--- src/core/fesc_pkg.sv ---
// Shared constants, code-group tables and helpers for the symbol coding path
`default_nettype none
package fesc_pkg;
   // ==========================================================
   // Register map (word index on the plain register port)
   localparam logic [4:0] REG_CTRL = 5'h10;
   localparam logic [4:0] REG_STAT = 5'h11;
   localparam logic [15:0] CTRL_RST = 16'h0001;
   localparam int CTRL_SPEED100 = 0;
   localparam int CTRL_SYMBOL = 1;
   localparam int CTRL_TXINV = 2;
   localparam int STAT_INVALID = 7;
   localparam int STAT_HALT = 6;
   localparam int STAT_PREMATURE = 5;
   localparam int STAT_POLINV = 4;
   localparam logic [15:0] STAT_LH_MASK = 16'h00e0;
   // ==========================================================
   // Timing: cycles of mclk per bit (100 Mb) and per half bit (10 Mb)
   localparam logic [4:0] BIT_DIV_100 = 5'h02;
   localparam logic [4:0] MAN_HALF_DIV = 5'h0a;
   localparam logic [3:0] DSC_LOCK_BITS = 4'hb;
   localparam logic [2:0] POL_RUN = 3'h4;
   // Scrambler seed: upper bits fixed so the seed is never all zero
   localparam logic [5:0] SEED_HI = 6'h21;
   // ==========================================================
   // Code groups
   localparam logic [4:0] CG_IDLE = 5'h1f;
   localparam logic [4:0] CG_J = 5'h18;
   localparam logic [4:0] CG_K = 5'h11;
   localparam logic [4:0] CG_T = 5'h0d;
   localparam logic [4:0] CG_R = 5'h07;
   localparam logic [4:0] CG_HALT = 5'h04;
   localparam logic [4:0] CG_FORCED_INV = 5'h00;
   localparam logic [3:0] NIB_PREAMBLE = 4'h5;
   localparam logic [79:0] ENC_TABLE = 80'hef37_abda_727b_96aa_d13e;

   typedef enum logic [2:0] {CLS_DATA, CLS_IDLE, CLS_J, CLS_K, CLS_T, CLS_R, CLS_HALT, CLS_INV} fesc_cls_t;

   // Nibble to code group, entry 0 in the low five bits
   function automatic logic [4:0] fesc_encode(input logic [3:0] nib);
      logic [79:0] tab;
      tab = ENC_TABLE;
      fesc_encode = tab[5*nib +: 5];
   endfunction : fesc_encode

   // Code group to nibble; non-data groups return zero
   function automatic logic [3:0] fesc_decode(input logic [4:0] cg);
      logic [3:0] res;
      res = 4'h0;
      for (int i = 0; i < 16; i++)
      begin
         if (fesc_encode(4'(i)) == cg)
         begin
            res = 4'(i);
         end
      end
      fesc_decode = res;
   endfunction : fesc_decode

   function automatic fesc_cls_t fesc_classify(input logic [4:0] cg);
      fesc_cls_t c;
      c = CLS_INV;
      for (int i = 0; i < 16; i++)
      begin
         if (fesc_encode(4'(i)) == cg)
         begin
            c = CLS_DATA;
         end
      end
      case (cg)
         CG_IDLE: c = CLS_IDLE;
         CG_J: c = CLS_J;
         CG_K: c = CLS_K;
         CG_T: c = CLS_T;
         CG_R: c = CLS_R;
         CG_HALT: c = CLS_HALT;
         default: c = c;
      endcase
      fesc_classify = c;
   endfunction : fesc_classify
endpackage : fesc_pkg
`default_nettype wire

--- src/core/fesc_lfsr.sv ---
// Eleven-bit cipher shift register shared by scrambler and descrambler
`default_nettype none
module fesc_lfsr
   import fesc_pkg::*;
(
   // Clock and reset
   input wire logic mclk,
   input wire logic arst_n,
   // Control
   input wire logic load,
   input wire logic [10:0] seed,
   input wire logic step,
   input wire logic ext_en,
   input wire logic ext_bit,
   // Key stream
   output logic key
);
   logic [10:0] state;
   logic [10:0] next_state;

   // Feedback x^11 + x^9 + 1, or an external bit while training
   always_comb
   begin
      next_state = state;
      if (load)
      begin
         next_state = seed;
      end
      else if (step)
      begin
         next_state = {state[9:0], ext_en ? ext_bit : (state[10] ^ state[8])};
      end
   end

   always_ff @(posedge mclk or negedge arst_n)
   begin
      if (!arst_n)
      begin
         state <= 11'h7ff;
      end
      else
      begin
         state <= next_state;
      end
   end

   // Key is the bit about to enter, so a copy trained on past key bits predicts the next one
   assign key = state[10] ^ state[8];
endmodule : fesc_lfsr
`default_nettype wire

--- src/core/fesc_path.sv ---
// 100 Mb symbol coding path: 4B/5B, cipher, NRZI, MLT-3 and polarity fix
`default_nettype none
// Contract
// Each data nibble maps to one of sixteen 5-bit groups; decoder inverts it.
// Six of the other groups are control groups; remaining ten are invalid.
// The halt group also marks a transmit error on the line.
// Stream start is J then K; stream end is T then R.
// An undefined received group sets the invalid-group status flag, bit 17.7.
// A received halt group sets the halt-detected status flag, bit 17.6.
// Test bit 16.2 plus MAC transmit error sends an invalid group.
// In 100 Mb mode transmit is scrambled and receive descrambled.
// Transmit scrambler seed comes from the device's own PHY address.
// Symbol interface mode bypasses scrambler and descrambler.
// Transmit NRZI stream becomes three-level code using -1, 0, +1.
// Receive three-level signal becomes NRZI again before decoding.
// Swapped receive pair is detected and inverted, in 10 Mb and autonegotiation.
// Transmit pair is Manchester at 10 Mb, three-level at 100 Mb.
// First two preamble nibbles become J K; T R appended after enable drops.
// Confirmed J K becomes two preamble nibbles; T R is not forwarded.
// Serialised transmit stream is NRZI coded before line coding.
// Code-group values follow the standard 4B/5B table.
// Cipher register is 11 bits, x^11 + x^9 + 1, XORed per bit.
// MLT-3 steps through 0, +1, 0, -1 on a one and holds on zero.
module fesc_path
   import fesc_pkg::*;
(
   // Clock and reset
   input wire logic mclk,
   input wire logic arst_n,
   // Register port
   input wire logic [4:0] reg_addr,
   input wire logic [15:0] reg_wdata,
   input wire logic reg_wr,
   input wire logic reg_rd,
   output logic [15:0] reg_rdata,
   // Straps and link state
   input wire logic [4:0] phy_addr,
   input wire logic autoneg_active,
   // MAC transmit side
   input wire logic tx_en,
   input wire logic tx_er,
   input wire logic [3:0] txd,
   output logic tx_nib_take,
   // MAC receive side
   output logic [3:0] rxd,
   output logic rx_dv,
   output logic rx_er,
   output logic rx_nib_valid,
   // Line
   output logic line_tx_positive,
   output logic line_tx_negative,
   input wire logic line_rx_positive,
   input wire logic line_rx_negative
);
   typedef enum {TX_IDLE, TX_K, TX_DATA, TX_R} fesc_tx_t;
   typedef enum {RX_IDLE, RX_PRE2, RX_DATA, RX_ESD} fesc_rx_t;

   // ==========================================================
   // Registers and bit-rate divider
   logic [15:0] ctrl, next_ctrl, stat, next_stat, next_rdata;
   logic [4:0] div, next_div;
   logic half_ph, next_half_ph, seeded, next_seeded;
   logic speed100, sym_mode, bit_en, half_en;
   logic set_inv, set_halt, set_prem, pol_inv;

   assign speed100 = ctrl[CTRL_SPEED100];
   assign sym_mode = ctrl[CTRL_SYMBOL];
   assign half_en = !speed100 && (div == MAN_HALF_DIV - 5'h01);
   assign bit_en = speed100 ? (div == BIT_DIV_100 - 5'h01) : (half_en && half_ph);

   // Latching status: a set in the reading cycle survives the clear
   always_comb
   begin
      next_ctrl = ctrl;
      next_rdata = 16'h0000;
      next_stat = stat;
      if (reg_wr && reg_addr == REG_CTRL)
      begin
         next_ctrl = reg_wdata & 16'h0007;
      end
      if (reg_rd && reg_addr == REG_CTRL)
      begin
         next_rdata = ctrl;
      end
      if (reg_rd && reg_addr == REG_STAT)
      begin
         next_rdata = stat;
         next_stat = stat & ~STAT_LH_MASK;
      end
      next_stat[STAT_INVALID] = next_stat[STAT_INVALID] | set_inv;
      next_stat[STAT_HALT] = next_stat[STAT_HALT] | set_halt;
      next_stat[STAT_PREMATURE] = next_stat[STAT_PREMATURE] | set_prem;
      next_stat[STAT_POLINV] = pol_inv;
      next_div = (bit_en || half_en || div == MAN_HALF_DIV - 5'h01) ? 5'h00 : div + 5'h01;
      next_half_ph = half_en ? !half_ph : half_ph;
      next_seeded = 1'b1;
   end

   always_ff @(posedge mclk or negedge arst_n)
   begin
      if (!arst_n)
      begin
         ctrl <= CTRL_RST;
         stat <= 16'h0000;
         reg_rdata <= 16'h0000;
         div <= 5'h00;
         half_ph <= 1'b0;
         seeded <= 1'b0;
      end
      else
      begin
         ctrl <= next_ctrl;
         stat <= next_stat;
         reg_rdata <= next_rdata;
         div <= next_div;
         half_ph <= next_half_ph;
         seeded <= next_seeded;
      end
   end

   // ==========================================================
   // Transmit: framing, 4B/5B, serialiser, cipher, NRZI, MLT-3
   fesc_tx_t tx_st, next_tx_st;
   logic [4:0] tx_sh, next_tx_sh, tx_code, next_tx_code, prev_code, next_prev_code;
   logic [2:0] tx_bcnt, next_tx_bcnt;
   logic [1:0] mlt_ph, next_mlt_ph;
   logic tx_nrzi, next_tx_nrzi, next_take, tx_key, tx_slot, tx_bit;
   logic next_ltp, next_ltn;

   assign tx_slot = bit_en && tx_bcnt == 3'h4;
   assign tx_bit = sym_mode ? tx_sh[4] : (tx_sh[4] ^ tx_key);

   // Scrambler seeded from the strapped address once, after reset release
   fesc_lfsr u_scr (
      .mclk(mclk),
      .arst_n(arst_n),
      .load(!seeded),
      .seed({SEED_HI, phy_addr}),
      .step(bit_en && speed100),
      .ext_en(1'b0),
      .ext_bit(1'b0),
      .key(tx_key)
   );

   always_comb
   begin
      next_tx_st = tx_st;
      next_tx_code = tx_code;
      next_prev_code = prev_code;
      next_tx_sh = tx_sh;
      next_tx_bcnt = tx_bcnt;
      next_tx_nrzi = tx_nrzi;
      next_mlt_ph = mlt_ph;
      next_take = tx_slot;
      next_ltp = line_tx_positive;
      next_ltn = line_tx_negative;
      if (tx_slot)
      begin
         next_prev_code = tx_code;
         next_tx_bcnt = 3'h0;
         case (tx_st)
            TX_IDLE:
            begin
               next_tx_code = tx_en ? CG_J : CG_IDLE;
               next_tx_st = tx_en ? TX_K : TX_IDLE;
            end
            TX_K:
            begin
               next_tx_code = CG_K;
               next_tx_st = TX_DATA;
            end
            TX_DATA:
            begin
               if (!tx_en)
               begin
                  next_tx_code = CG_T;
                  next_tx_st = TX_R;
               end
               else if (tx_er)
               begin
                  next_tx_code = ctrl[CTRL_TXINV] ? CG_FORCED_INV : CG_HALT;
               end
               else
               begin
                  next_tx_code = fesc_encode(txd);
               end
            end
            TX_R:
            begin
               next_tx_code = CG_R;
               next_tx_st = TX_IDLE;
            end
            default: next_tx_st = TX_IDLE;
         endcase
         if (sym_mode)
         begin
            next_tx_code = {tx_er, txd};
            next_tx_st = TX_IDLE;
         end
         next_tx_sh = next_tx_code;
      end
      else if (bit_en)
      begin
         next_tx_sh = {tx_sh[3:0], 1'b0};
         next_tx_bcnt = tx_bcnt + 3'h1;
      end
      if (bit_en && speed100)
      begin
         next_tx_nrzi = tx_nrzi ^ tx_bit;
         next_mlt_ph = mlt_ph + {1'b0, next_tx_nrzi ^ tx_nrzi};
         next_ltp = next_mlt_ph == 2'h1;
         next_ltn = next_mlt_ph == 2'h3;
      end
      else if (half_en)
      begin
         // Two-level split phase; only the line coding of the 10 Mb path lives here
         next_ltp = half_ph ? !tx_sh[4] : tx_sh[4];
         next_ltn = !next_ltp;
      end
   end

   always_ff @(posedge mclk or negedge arst_n)
   begin
      if (!arst_n)
      begin
         tx_st <= TX_IDLE;
         tx_code <= CG_IDLE;
         prev_code <= CG_IDLE;
         tx_sh <= CG_IDLE;
         tx_bcnt <= 3'h0;
         tx_nrzi <= 1'b0;
         mlt_ph <= 2'h0;
         tx_nib_take <= 1'b0;
         line_tx_positive <= 1'b0;
         line_tx_negative <= 1'b0;
      end
      else
      begin
         tx_st <= next_tx_st;
         tx_code <= next_tx_code;
         prev_code <= next_prev_code;
         tx_sh <= next_tx_sh;
         tx_bcnt <= next_tx_bcnt;
         tx_nrzi <= next_tx_nrzi;
         mlt_ph <= next_mlt_ph;
         tx_nib_take <= next_take;
         line_tx_positive <= next_ltp;
         line_tx_negative <= next_ltn;
      end
   end

   // ==========================================================
   // Receive: synchroniser, polarity, MLT-3 and NRZI decode, cipher, framing
   logic [1:0] rxp_s, rxn_s;
   logic lp, ln, prev_lp, prev_ln, rx_nrzi, next_rx_nrzi, lvl_chg, raw_bit, dsc_key, dbit;
   logic next_pol_inv, next_rx_dv, next_rx_er, next_nib_v, slot;
   logic [2:0] neg_run, next_neg_run, rx_bcnt, next_rx_bcnt;
   logic [3:0] dsc_cnt, next_dsc_cnt, next_rxd;
   logic [9:0] rx_win, next_rx_win;
   fesc_rx_t rx_st, next_rx_st;
   fesc_cls_t cls;

   // Pins cross in through two flops; only the second is read
   always_ff @(posedge mclk or negedge arst_n)
   begin
      if (!arst_n)
      begin
         rxp_s <= 2'h0;
         rxn_s <= 2'h0;
      end
      else
      begin
         rxp_s <= {rxp_s[0], line_rx_positive};
         rxn_s <= {rxn_s[0], line_rx_negative};
      end
   end

   assign lp = pol_inv ? rxn_s[1] : rxp_s[1];
   assign ln = pol_inv ? rxp_s[1] : rxn_s[1];
   assign lvl_chg = (lp != prev_lp) || (ln != prev_ln);
   assign next_rx_nrzi = rx_nrzi ^ lvl_chg;
   assign raw_bit = next_rx_nrzi ^ rx_nrzi;
   assign dbit = sym_mode ? raw_bit : (dsc_cnt == DSC_LOCK_BITS ? raw_bit ^ dsc_key : 1'b1);
   assign next_rx_win = {rx_win[8:0], dbit};
   assign slot = rx_bcnt == 3'h4;
   assign cls = fesc_classify(next_rx_win[4:0]);

   // Idle line is all ones, so the inverted ciphertext trains the key register
   fesc_lfsr u_dsc (
      .mclk(mclk),
      .arst_n(arst_n),
      .load(1'b0),
      .seed(11'h7ff),
      .step(bit_en && speed100),
      .ext_en(dsc_cnt != DSC_LOCK_BITS),
      .ext_bit(!raw_bit),
      .key(dsc_key)
   );

   always_comb
   begin
      next_pol_inv = pol_inv;
      next_neg_run = neg_run;
      next_dsc_cnt = dsc_cnt;
      next_rx_st = rx_st;
      next_rx_bcnt = rx_bcnt;
      next_rxd = rxd;
      next_rx_dv = rx_dv;
      next_rx_er = 1'b0;
      next_nib_v = 1'b0;
      set_inv = 1'b0;
      set_halt = 1'b0;
      set_prem = 1'b0;
      // A run of negative-going pulse starts means the pair is crossed
      if ((!speed100 || autoneg_active) && !prev_lp && !prev_ln && (lp || ln))
      begin
         next_neg_run = ln ? neg_run + 3'h1 : 3'h0;
         if (ln && neg_run == POL_RUN - 3'h1)
         begin
            next_pol_inv = !pol_inv;
            next_neg_run = 3'h0;
         end
      end
      if (bit_en && speed100)
      begin
         // Training counts from the first line change, so stale cable bits never end up in the key
         if (dsc_cnt != DSC_LOCK_BITS && (dsc_cnt != 4'h0 || lvl_chg))
         begin
            next_dsc_cnt = dsc_cnt + 4'h1;
         end
         next_rx_bcnt = slot ? 3'h0 : rx_bcnt + 3'h1;
         case (rx_st)
            RX_IDLE:
            begin
               next_rx_bcnt = 3'h0;
               if (next_rx_win == {CG_J, CG_K})
               begin
                  next_rxd = NIB_PREAMBLE;
                  next_nib_v = 1'b1;
                  next_rx_dv = 1'b1;
                  next_rx_st = RX_PRE2;
               end
            end
            RX_PRE2, RX_DATA:
            begin
               if (rx_st == RX_PRE2 && rx_bcnt == 3'h2)
               begin
                  next_rxd = NIB_PREAMBLE;
                  next_nib_v = 1'b1;
                  next_rx_st = RX_DATA;
               end
               if (slot)
               begin
                  next_rx_st = RX_DATA;
                  case (cls)
                     CLS_DATA:
                     begin
                        next_rxd = fesc_decode(next_rx_win[4:0]);
                        next_nib_v = 1'b1;
                     end
                     CLS_T:
                     begin
                        next_rx_dv = 1'b0;
                        next_rx_st = RX_ESD;
                     end
                     CLS_IDLE:
                     begin
                        next_rx_er = 1'b1;
                        set_prem = 1'b1;
                        next_rx_dv = 1'b0;
                        next_rx_st = RX_IDLE;
                     end
                     default:
                     begin
                        next_rx_er = 1'b1;
                        next_nib_v = 1'b1;
                     end
                  endcase
               end
            end
            RX_ESD:
            begin
               if (slot)
               begin
                  next_rx_er = cls != CLS_R;
                  next_rx_st = RX_IDLE;
               end
            end
            default: next_rx_st = RX_IDLE;
         endcase
         if (slot && rx_st != RX_IDLE)
         begin
            set_inv = cls == CLS_INV;
            set_halt = cls == CLS_HALT;
         end
      end
   end

   always_ff @(posedge mclk or negedge arst_n)
   begin
      if (!arst_n)
      begin
         prev_lp <= 1'b0;
         prev_ln <= 1'b0;
         rx_nrzi <= 1'b0;
         pol_inv <= 1'b0;
         neg_run <= 3'h0;
         dsc_cnt <= 4'h0;
         rx_win <= 10'h3ff;
         rx_st <= RX_IDLE;
         rx_bcnt <= 3'h0;
         rxd <= 4'h0;
         rx_dv <= 1'b0;
         rx_er <= 1'b0;
         rx_nib_valid <= 1'b0;
      end
      else
      begin
         prev_lp <= lp;
         prev_ln <= ln;
         pol_inv <= next_pol_inv;
         neg_run <= next_neg_run;
         rx_nib_valid <= next_nib_v;
         rx_er <= next_rx_er;
         if (bit_en && speed100)
         begin
            rx_nrzi <= next_rx_nrzi;
            dsc_cnt <= next_dsc_cnt;
            rx_win <= next_rx_win;
         end
         rx_st <= next_rx_st;
         rx_bcnt <= next_rx_bcnt;
         rxd <= next_rxd;
         rx_dv <= next_rx_dv;
      end
   end
endmodule : fesc_path
`default_nettype wire

--- config.mk ---
export PLATFORM = sky130hd
export DESIGN_NAME = fesc_path
export DESIGN_NICKNAME = d
export VERILOG_FILES = /design/src/core/fesc_pkg.sv /design/src/core/fesc_lfsr.sv /design/src/core/fesc_path.sv
export SDC_FILE = /design/constraint.sdc
export NUM_CORES = 1
export LEC_CHECK = 0
export BUFFER_PORTS_ARGS = -buffer_cell sky130_fd_sc_hd__buf_2
export CORE_UTILIZATION = 35
export CTS_CLUSTER_SIZE = 14
export DETAILED_ROUTE_END_ITERATION = 12
export SLEW_MARGIN = 0
export SYNTH_ARGS = -nofsm -noshare
export SYNTH_HDL_FRONTEND = slang
export SYNTH_SLANG_ARGS = --single-unit
--- constraint.sdc ---
create_clock -name mclk -period 2.1 [get_ports mclk]
set_input_delay 0.42 -clock mclk [delete_from_list [all_inputs] [get_ports mclk]]
set_output_delay 0.42 -clock mclk [all_outputs]
set_load 0.005 [all_outputs]
==> impl_metrics.csv <==
group,metric,value,unit
critical_path,critical_path_arrival,2490,ps
yosys,area_contributors_post_synth,"sky130_fd_sc_hd__dfrtp_1 28%, sky130_fd_sc_hd__dfstp_2 22%, sky130_fd_sc_hd__nand2_1 9.4%",
clock_tree,worst_path_clk_slew,70,ps
route,drtAntennaViolNets,0,
clock_tree,htreeDepth,3,
critical_path,endpoint_kind,"flop",
route,drt_drc_violations_left,0,
floorplan,boundaryPins,65,
sta,worst_slack,-137,ps
yosys,yosys.cell_types.count,68,
yosys,netlist_instances,543,
route,routed_via_density,4.92,
yosys,synth_adder_area_share,4.68,%
yosys,async_reset_ff_share,100,%
run_status,result_of_the_run,"finished, violations left",
route,avgRoutedWirePerCell,13.2,microns
critical_path,worstSetupStartpointType,"flop",
finish,fraction_of_layout_instances_using_a_drive_strength_above_1,28.4,%
route,firstDrtPassIters,4,
clock_tree,cts_tree,"built",
sta,worst_pin_slew,564,ps
yosys,synth_xor_xnor_area_share,3.11,%
finish,finish.net_count,676,
sta,skew,6.81,ps
yosys,synth_compound_area_share,14.7,%
yosys,combinational_family_with_the_most_area_after_synthesis,"simple AND/OR/NAND/NOR gates",
place,hpwl,7600,microns
yosys,synth-main-ff-cell,"sky130_fd_sc_hd__dfrtp_1",
route,wirelength_met1,5100,microns
yosys,yosys_register_bits,98,
place,preCtsSetupSlack,-160,ps
power,p_per_area,1170,mW/mm^2
run,max_cap_viol_count,0,
sta,drv_slew,0,
yosys,yosysWarningCount,0,
yosys,synth_seq_area_share,49.4,%
critical_path,critPathSlowestCell,"sky130_fd_sc_hd__dfrtp_2",
power,p_leak,0.00275,uW
floorplan,dieWidth,122,microns
sta,layout_worst_path_cycle_share,107,%
floorplan,initial_utilization,36.3,%
critical_path,crit_path_max_incr_delay,450,ps
yosys,synthDominantCellAreaShare,27.6,%
route,violation_count_after_the_first_detailed_routing_iteration,227,
yosys,post-synth-top-count-cell,"sky130_fd_sc_hd__nand2_1",
critical_path,timing.critical_path.required,2350,ps
clock_tree,cts-buffers-inserted,9,
critical_path,crit_fanout,7,
sta,grt_setup_unrepaired,"true",
sta,max-slew-margin-rel,62.4,%
finish,layout_overhead_on_the_synthesized_area,21.2,%
hold_path,hold_class,"input pin to asynchronous set/reset pin",
global_routing,grt_start_max_net_pins,44,
sta,achievable-frequency,0.447,GHz
yosys,synthDominantAreaCellType,"sky130_fd_sc_hd__dfrtp_1",
sta,period_needed,2240,ps
clock_tree,worstSkewPairLatency,350,ps
floorplan,die_area,0.0150,sq mm
global_routing,track_usage,15.8,%
yosys,synth.mux.area_fraction,2.32,%
floorplan,core.rowCount,43,
clock_tree,clkSinkCount,98,
yosys,synth_area_per_cell,9.35,sq um
global_routing,grt_overflow_total,0,
place,place.gp.congestion,0.861,
critical_path,worst_r2r_path_depth,9,
sta,timing.final.hold_violations,0,
floorplan,die_height,122,microns
yosys,netlist_top_cells_count,"127 x sky130_fd_sc_hd__nand2_1, 56 x sky130_fd_sc_hd__dfrtp_1, 42 x sky130_fd_sc_hd__dfstp_2, 41 x sky130_fd_sc_hd__nor2_1, 37 x sky130_fd_sc_hd__o21ai_0",
sta,fin_worst_hold_slack,48.9,ps
route,top_layer_used,"met4",
yosys,yosys.area_share.simple,20.7,%
global_routing,antenna_violations_before_repair,0,
clock_tree,buffer_cell_driving_the_clock_tree_root,"sky130_fd_sc_hd__clkbuf_16",
critical_path,path_class,"flop to flop",
clock_tree,clock_tree.buffer_depth,2,
power,ir_worst_vdd,0.498,mV
place,buffer_ports.inserted,42,
global_routing,grt_first_pass_wirelength,18500,microns
route,met2_length,4980,microns
route,met3RoutedLength,412,microns
yosys,mappedNetlistArea,0.00507,sq mm
critical_path,crit_path_frequent_cell,"sky130_fd_sc_hd__buf_4",
sta,fin_tns_setup,-841,ps
yosys,synth_enable_flop_cells,0,
finish,insertedDiodeCount,0,
route,route.vias.total,3947,
sta,setup_violations,10,
global_routing,grt_pass1_vias,3901,
route,route.final.wire_length,10600,microns
clock_tree,cts_hold_repair.buffers,0,
critical_path,worstPathCellList,"nor4bb_1 -> o21a_1 -> o311a_4 -> buf_4 -> a21oi_4 -> buf_4 -> xnor2_1 -> o21ai_1 -> o31ai_1",
run_status,violations,"negative setup slack",
finish,n_fill_cell,1342,
floorplan,core_area,0.0140,sq mm
[power breakdown]
group / switching [uW] / total [uW] / internal, uW
registers: 405 / 2980 / 2580
clock network: 726 / 1800 / 1080
logic: 1320 / 2390 / 1080
total: 2450 / 7180 / 4730
[logic make-up after synthesis]
logic type                 count (synthesis)
DFF                                       98
muxes                                     11
adders and majority gates                 19
AOI/OAI and AO/OA                        107
and+or+nand+nor                          234
xor gates and xnor gates                  18
other                                      2
buffers and inverters                     54
[flip-flops by register name, indices dropped and copies added (netlist names), 4 cells and up]
signal,cells
div,5
dsc_cnt,4
reg_rdata,7
rx_win,9
rxd,4
stat,4
tx_code,5
tx_sh,5
u_dsc.state,11
u_scr.state,11
[cells in the final DEF, fill, tap and decap left out, types with 4 or more instances in the layout]
cell,netlist,routed
sky130_fd_sc_hd__mux2_2,5,5
sky130_fd_sc_hd__xnor2_1,14,14
sky130_fd_sc_hd__dfrtp_1,56,53
sky130_fd_sc_hd__buf_4,10,42
sky130_fd_sc_hd__buf_2,1,41
sky130_fd_sc_hd__a21boi_0,4,4
sky130_fd_sc_hd__a21oi_1,10,10
sky130_fd_sc_hd__a31oi_1,8,8
sky130_fd_sc_hd__o21ai_0,37,36
sky130_fd_sc_hd__clkbuf_16,0,9
sky130_fd_sc_hd__nand2_1,127,127
sky130_fd_sc_hd__dfstp_2,42,42
sky130_fd_sc_hd__mux2i_1,5,5
sky130_fd_sc_hd__o21ai_1,4,5
sky130_fd_sc_hd__nor3_1,7,7
sky130_fd_sc_hd__xor2_1,4,4
sky130_fd_sc_hd__conb_1,2,10
sky130_fd_sc_hd__nand2b_1,6,6
sky130_fd_sc_hd__and3_1,4,4
sky130_fd_sc_hd__ha_1,19,17
sky130_fd_sc_hd__nand3_1,14,13
sky130_fd_sc_hd__inv_1,25,24
sky130_fd_sc_hd__nor2_1,41,39
sky130_fd_sc_hd__and2_1,12,11
sky130_fd_sc_hd__o22ai_1,4,4
[repair_timing]
item / in CTS / in global routing
pin swaps: 5 / 4
cloned: 0 / 0
gates resized for setup: 11 / 13
setup buffers: 2 / 3
setup endpoints to repair: 10 / 24
[path summary, 6_finish.rpt]
kind                             startpoint   endpoint  slack, ps
min in group mclk          line_rx_positive   rxp_s[0]        190
min reg2reg                        rxp_s[0]   rxp_s[1]        350
max                                rxp_s[1]    stat[7]       -140
min                                  arst_n   tx_st[1]         50
max in group asynchronous            arst_n  rx_win[0]       1340
max reg2reg                        rxp_s[1]    stat[7]       -140
[worst max-delay path, delay by kind of cell, from the launching register on]
kind,cells,cell delay (ps)
compound gates,5,1120
simple gates,1,140
flops,1,450
buf+inv,2,320
xor+xnor,1,110
[area by class of cell]
cell class / count / area, sq um / area share (%)
clock inverters: 6 / 90.1 / 1.46
multi-input cells: 399 / 2450 / 39.8
flip-flops and latches: 98 / 2510 / 40.8
inverters: 26 / 97.6 / 1.59
well taps: 180 / 225 / 3.66
repair buffers: 84 / 541 / 8.79
clock buffers: 10 / 239 / 3.88
[layer usage]
metal  GRT usage, %  vias to the layer above
met5              0                        -
met4           3.73                        0
met1           20.6                     1886
li1               -                     1983
met2           25.8                       71
met3           4.37                        7
[metrics by stage]
stage	cell area (sq um)	util [%]	std cells	power (uW)
2_1_floorplan	5110	-	551	4530
6_report	6150	44.0	803	7180
3_3_place_gp	5690	40.7	782	5200
5_1_grt	6150	44.0	803	7750
4_1_cts	6080	43.5	800	7200
3_5_place_dp	5690	40.7	782	5300
(Power assumes the default switching activity.)
